`config.mk`:
```
export PLATFORM = sky130hd
export DESIGN_NAME = tra_ioa
export DESIGN_NICKNAME = d
export VERILOG_FILES = /design/src/hdl/tra_pkg.sv /design/src/hdl/tra_edge.sv /design/src/hdl/tra_ioa.sv
export SDC_FILE = /design/constraint.sdc
export NUM_CORES = 1
export LEC_CHECK = 0
export CORE_MARGIN = 4
export CORE_UTILIZATION = 50
export DETAILED_ROUTE_END_ITERATION = 6
export DONT_BUFFER_PORTS = 1
export GPL_TIMING_DRIVEN = 0
export PLACE_DENSITY_LB_ADDON = 0.1
export SETUP_SLACK_MARGIN = 0.1
export SLEW_MARGIN = 25
export SYNTH_ARGS = -nofsm -noshare
export SYNTH_HDL_FRONTEND = slang
export SYNTH_SLANG_ARGS = --single-unit
```
`constraint.sdc`:
```
create_clock -name CLK_I -period 3.1 [get_ports CLK_I]
set_clock_uncertainty 0.15 [all_clocks]
set_input_delay 0.31 -clock CLK_I [delete_from_list [all_inputs] [get_ports CLK_I]]
set_output_delay 0.31 -clock CLK_I [all_outputs]
set_load 0.1 [all_outputs]
```
`src/hdl/tra_pkg.sv`:
```
package tra_pkg;

	// ------------------------------------------------------------
	// Field layout and reset values
	// ------------------------------------------------------------
	localparam int unsigned  FUNC_W        = 4;
	localparam int unsigned  BIT_MODE      = 3;
	localparam int unsigned  BIT_SRC       = 2;
	localparam logic [3:0]   FUNC_RST      = 4'h0;
	localparam logic [1:0]   ACT_NONE      = 2'h0;
	localparam logic [1:0]   ACT_LOW       = 2'h1;
	localparam logic [1:0]   ACT_HIGH      = 2'h2;
	localparam logic [1:0]   ACT_TOGGLE    = 2'h3;
	localparam logic [1:0]   EDGE_RISE     = 2'h0;
	localparam logic [1:0]   EDGE_FALL     = 2'h1;
	localparam int unsigned  CH_ONE        = 1;
	localparam int unsigned  CH_TWO        = 2;

	typedef enum logic [1:0] {
		TRA_MODE_CMP    = 2'b00,
		TRA_MODE_CMP_B  = 2'b01,
		TRA_MODE_PIN    = 2'b10,
		TRA_MODE_CH0    = 2'b11
	} tra_mode_t;

	// Pin level and enable
	typedef struct packed {
		logic  out;
		logic  oe;
	} tra_pin_t;

endpackage : tra_pkg

```
`src/hdl/tra_edge.sv`:
```
module tra_edge (
	input  wire logic        clk_i,
	input  wire logic        rst_n_i,
	input  wire logic        pin_i,
	input  wire logic [1:0]  sel_i,
	output logic             hit_o
);
	logic pin_q;
	logic pin_d;

	always_comb begin
		pin_d = pin_i;
	end

	always_ff @(posedge clk_i or negedge rst_n_i) begin
		if (!rst_n_i) begin
			pin_q <= 1'b0;
		end else begin
			pin_q <= pin_d;
		end
	end

	always_comb begin
		if (sel_i[1]) begin
			hit_o = pin_i ^ pin_q;
		end else if (sel_i[0]) begin
			hit_o = pin_q & ~pin_i;
		end else begin
			hit_o = ~pin_q & pin_i;
		end
	end

endmodule : tra_edge

```
`src/hdl/tra_ioa.sv`:
```
module tra_ioa #(
	parameter int unsigned CNT_W   = 16,
	parameter int unsigned CHANNEL = 1
) (
	input  wire logic              CLK_I,
	input  wire logic              RST_N_I,
	input  wire logic [3:0]        FUNC_I,
	input  wire logic              FUNC_WE_I,
	input  wire logic [CNT_W-1:0]  COUNT_I,
	input  wire logic              MATCH_I,
	input  wire logic              PIN_I,
	input  wire logic              CH0_EVENT_I,
	output logic      [3:0]        FUNC_O,
	output logic                   PIN_O,
	output logic                   PIN_OE_O,
	output logic                   IS_CAPTURE_O,
	output logic                   CAPTURE_O,
	output logic      [CNT_W-1:0]  REG_A_O
);
	// ------------------------------------------------------------
	// Reset release
	// ------------------------------------------------------------
	logic rst_s1_q;
	logic rst_n;

	always_ff @(posedge CLK_I or negedge RST_N_I) begin
		if (!RST_N_I) begin
			rst_s1_q <= 1'b0;
			rst_n    <= 1'b0;
		end else begin
			rst_s1_q <= 1'b1;
			rst_n    <= rst_s1_q;
		end
	end

	// ------------------------------------------------------------
	// Function field
	// ------------------------------------------------------------
	logic [3:0]          func_q;
	logic [3:0]          func_d;
	tra_pkg::tra_mode_t  mode;
	logic [1:0]          act;

	always_comb begin
		func_d = FUNC_WE_I ? FUNC_I : func_q;
	end

	always_ff @(posedge CLK_I or negedge rst_n) begin
		if (!rst_n) begin
			func_q <= tra_pkg::FUNC_RST;
		end else begin
			func_q <= func_d;
		end
	end

	assign mode = tra_pkg::tra_mode_t'(func_q[tra_pkg::BIT_MODE -: 2]);
	assign act  = func_q[1:0];

	// ------------------------------------------------------------
	// Capture event select
	// ------------------------------------------------------------
	logic pin_hit;
	logic cap_ev;

	tra_edge u_edge (
		.clk_i   (CLK_I),
		.rst_n_i (rst_n),
		.pin_i   (PIN_I),
		.sel_i   (act),
		.hit_o   (pin_hit)
	);

	always_comb begin
		case (mode)
			tra_pkg::TRA_MODE_PIN: cap_ev = pin_hit;
			tra_pkg::TRA_MODE_CH0: begin
				// Only channel 1 chains from channel 0; elsewhere pin source
				if (CHANNEL == tra_pkg::CH_ONE) begin
					cap_ev = CH0_EVENT_I;
				end else begin
					cap_ev = pin_hit;
				end
			end
			default: cap_ev = 1'b0;
		endcase
	end

	// ------------------------------------------------------------
	// Pin output and register A
	// ------------------------------------------------------------
	logic              pin_q;
	logic              pin_d;
	logic              oe_q;
	logic              oe_d;
	logic [CNT_W-1:0]  rega_q;
	logic [CNT_W-1:0]  rega_d;
	logic              cmp;
	// Restart flag: the new code only shows in func_q one cycle after the
	// write, so the initial level must be taken from func_q then, not from
	// the code that was being replaced.
	logic              restart_q;
	logic              restart_d;

	assign cmp = ~func_q[tra_pkg::BIT_MODE];

	always_comb begin
		pin_d  = pin_q;
		oe_d   = oe_q;
		rega_d = rega_q;
		restart_d = FUNC_WE_I;
		if (cmp) begin
			if (act == tra_pkg::ACT_NONE) begin
				oe_d = 1'b0;
			end else if (FUNC_WE_I || restart_q || !oe_q) begin
				// Output begins at the initial level when a code is armed
				oe_d  = 1'b1;
				pin_d = func_q[tra_pkg::BIT_SRC];
			end else if (MATCH_I) begin
				case (act)
					tra_pkg::ACT_LOW:    pin_d = 1'b0;
					tra_pkg::ACT_HIGH:   pin_d = 1'b1;
					tra_pkg::ACT_TOGGLE: pin_d = ~pin_q;
					default:             pin_d = pin_q;
				endcase
			end
		end else begin
			oe_d = 1'b0;
			if (cap_ev) begin
				rega_d = COUNT_I;
			end
		end
	end

	always_ff @(posedge CLK_I or negedge rst_n) begin
		if (!rst_n) begin
			pin_q     <= 1'b0;
			oe_q      <= 1'b0;
			rega_q    <= '0;
			restart_q <= 1'b0;
		end else begin
			pin_q     <= pin_d;
			oe_q      <= oe_d;
			rega_q    <= rega_d;
			restart_q <= restart_d;
		end
	end

	assign FUNC_O       = func_q;
	assign PIN_O        = pin_q;
	assign PIN_OE_O     = oe_q;
	assign IS_CAPTURE_O = func_q[tra_pkg::BIT_MODE];
	assign CAPTURE_O    = ~cmp & cap_ev;
	assign REG_A_O      = rega_q;
endmodule : tra_ioa

```
==> results.cfg <==
[critical_path]
crit_fanout = 10
r2r_slack_ns = 0.88
start_kind = flip-flop
cp.arrival_ns = 2.39
timing.rr.start = FUNC_O[0]
ff2ff_path_depth = 6
crit_type = flip-flop to output pin
required_ns = 2.64
endpoint_kind = output pin
regToRegEndpoint = REG_A_O[10]

[sta]
period_minus_slack_ns = 2.85
clock.fmax_mhz = 351
period_share_pct = 91.8
slew_headroom_pct = 38.0
worstMarginPinSlew_ns = 0.930
setup-tns-final_ns = 0
rsz0062_at_grt = false
whs_ns = 0.0587
slew_violations = 0
finalHoldViolCount = 0
finalSetupViolCount = 0

[finish]
design_area_um2 = 1410
num_antenna_cells = 0
final.fill_count = 152
final_cell_mix = 25 x dlygate4sd3_1, 21 x dfrtp_1, 11 x mux2_2, 9 x mux2_4, 5 x dfrtp_2
final_common_cell = dlygate4sd3_1
drive_above_1_share_pct = 34.3
final_util_pct = 70.4
layout.area.seq_um2 = 657
multiInputGateArea_um2 = 370
synthToLayoutAreaGrowth_pct = 30.6
final_nets = 128

[synth]
synth.largest_area_cell = dfrtp_1
postSynthCellCount = 70
ys_ff_latch = 26
yosys_warnings = 0
synth_nets = 98
synth.avg_cell_area_um2 = 15.4
synth_top_area_share_pct = 60.3
synth_cell_type_count = 19
synth_area_leaders = dfrtp_1 60%, mux2_4 13%, mux2_2 11%, ha_1 2.3%, buf_12 1.9%
netlist_area_um2 = 1080
seq_area_frac_synth_pct = 60.3

[detailed_routing]
routed_wl_mm = 2.24
wl_per_cell_um = 17.7
postRouteAntennaNets = 0
first_pass_iters = 1
drt_iter0_drc = 0
vias_per_cell = 5.15
vias = 649
drc = 0

[cts]
post-cts-setup-buffers = 0
cts_buffer_depth = 2
clock_latency_ns = 0.31
numClockSinks = 26
path_clk_slew_ns = 0.14
cts_tree = done
htreeDepth = 1
cts_inserted_buffers = 3
clockRootBuffer = clkbuf_4

[die]
die_w_um = 54.4
die_h_um = 54.4
num_rows = 16
die_area_um2 = 2960
io_pins = 50
initial_core_util_pct = 53.9
design.core.area_um2 = 2000

[outcome]
outcome = complete, no violations

[placed_design]
globalplace.congestion = 0.635
hpwl_mm = 1.38
placed_area_um2 = 1110
portBuffers = 0

[power_and_ir_drop]
power.leakage_uw = 0.000637
ir_drop_uv = 838
powerDensity_nw_per_um2 = 978
power_uw = 1380

[min_path]
holdCritPathClass = input pin to asynchronous set/reset pin

[global_routing]
grt_max_degree = 25
grt_usage_pct = 16.0
gr-total-overflow = 0
grt_pass1_vias = 735
grt_pass1_wl_mm = 3.28
antenna_found_initial = 0

[run]
cap_viol_max_count = 0
## how the worst max path moves through the flow
stage                   start   endpoint  slack, ns  cells after the start
finish              FUNC_O[0]  CAPTURE_O       0.25                      6
global route        FUNC_O[0]  CAPTURE_O       0.12                      6
CTS                 FUNC_O[0]  CAPTURE_O       0.24                      6
detailed placement  FUNC_O[0]  CAPTURE_O       0.08                      5
global placement    FUNC_O[0]  CAPTURE_O       0.13                      5
floorplan           FUNC_O[0]  CAPTURE_O       0.21                      5
## critical path, cell delays in order (launching register included)
cell	delay [ns]
dfrtp_2	0.75
nor2b_1	0.09
a2111oi_0	0.31
a311o_1	0.20
buf_6	0.15
buf_12	0.15
clkinvlp_4	0.42
## what timing repair did
action | CTS | global route
hold buffers | 22 | 3
gates resized for setup | 5 | 0
setup endpoints to repair | 1 | 0
hold endpoints to repair | 23 | 2
## synthesized netlist by cell type
master	count
a2111oi_0	1
a21oi_1	1
a311o_1	1
buf_12	1
buf_4	1
buf_6	1
conb_1	1
dfrtp_1	26
ha_1	2
inv_1	5
mux2_2	11
mux2_4	9
mux2i_1	1
nand2_1	1
nor2_1	1
nor2b_1	2
nor3b_1	1
o21ai_0	3
or2_2	1
## routing by layer
metal	wire length [µm]	GRT usage, %	part of all wire (%)	up-vias
li1	-	-	-	293
met4	7	4.98	0.31	0
met5	0	0	0	-
met2	1170	30.7	52	30
met3	195	4.36	8.7	2
met1	864	16.6	39	324
## kinds of logic (layout without fill, tap and decap cells)
kind of cell	Yosys count	count (layout)	synth area share, %
DFF	26	26	60.3
muxes	21	21	24.9
other	1	1	0.348
adders and majority gates	2	2	2.32
AOI/OAI and AO/OA	6	6	3.60
and+or+nand+nor	6	6	3.13
buffers and inverters	8	37	5.34
## through the flow
step	setup slack, ns	cells
final	0.254	126
after global routing	0.117	126
after CTS	0.239	123
after detailed placement	0.0825	97
after global placement	0.127	97
after floorplan	0.209	70
## flip-flops by register name, summed over array words and instances, names as in the netlist
signal and flops:
rst_s1_q 1, u_edge.pin_q 1, PIN_OE_O 1, FUNC_O 4
rst_n 1, PIN_O 1, REG_A_O 16, restart_q 1
## power breakdown
group,internal [µW],total [µW],switching (µW)
sequential,402,1020,616
clock,71.6,165,93.3
combinational,122,195,72.3
total,596,1380,782
## final cells by class
type / instances / share of cell area, %
sequential: 26 / 46.6
multi-input combinational: 36 / 26.3
timing repair buffer: 25 / 17.8
buffer: 3 / 2.75
clock buffer: 4 / 2.58
tap: 27 / 2.40
inverter: 5 / 1.60
(Power assumes the default switching activity.)
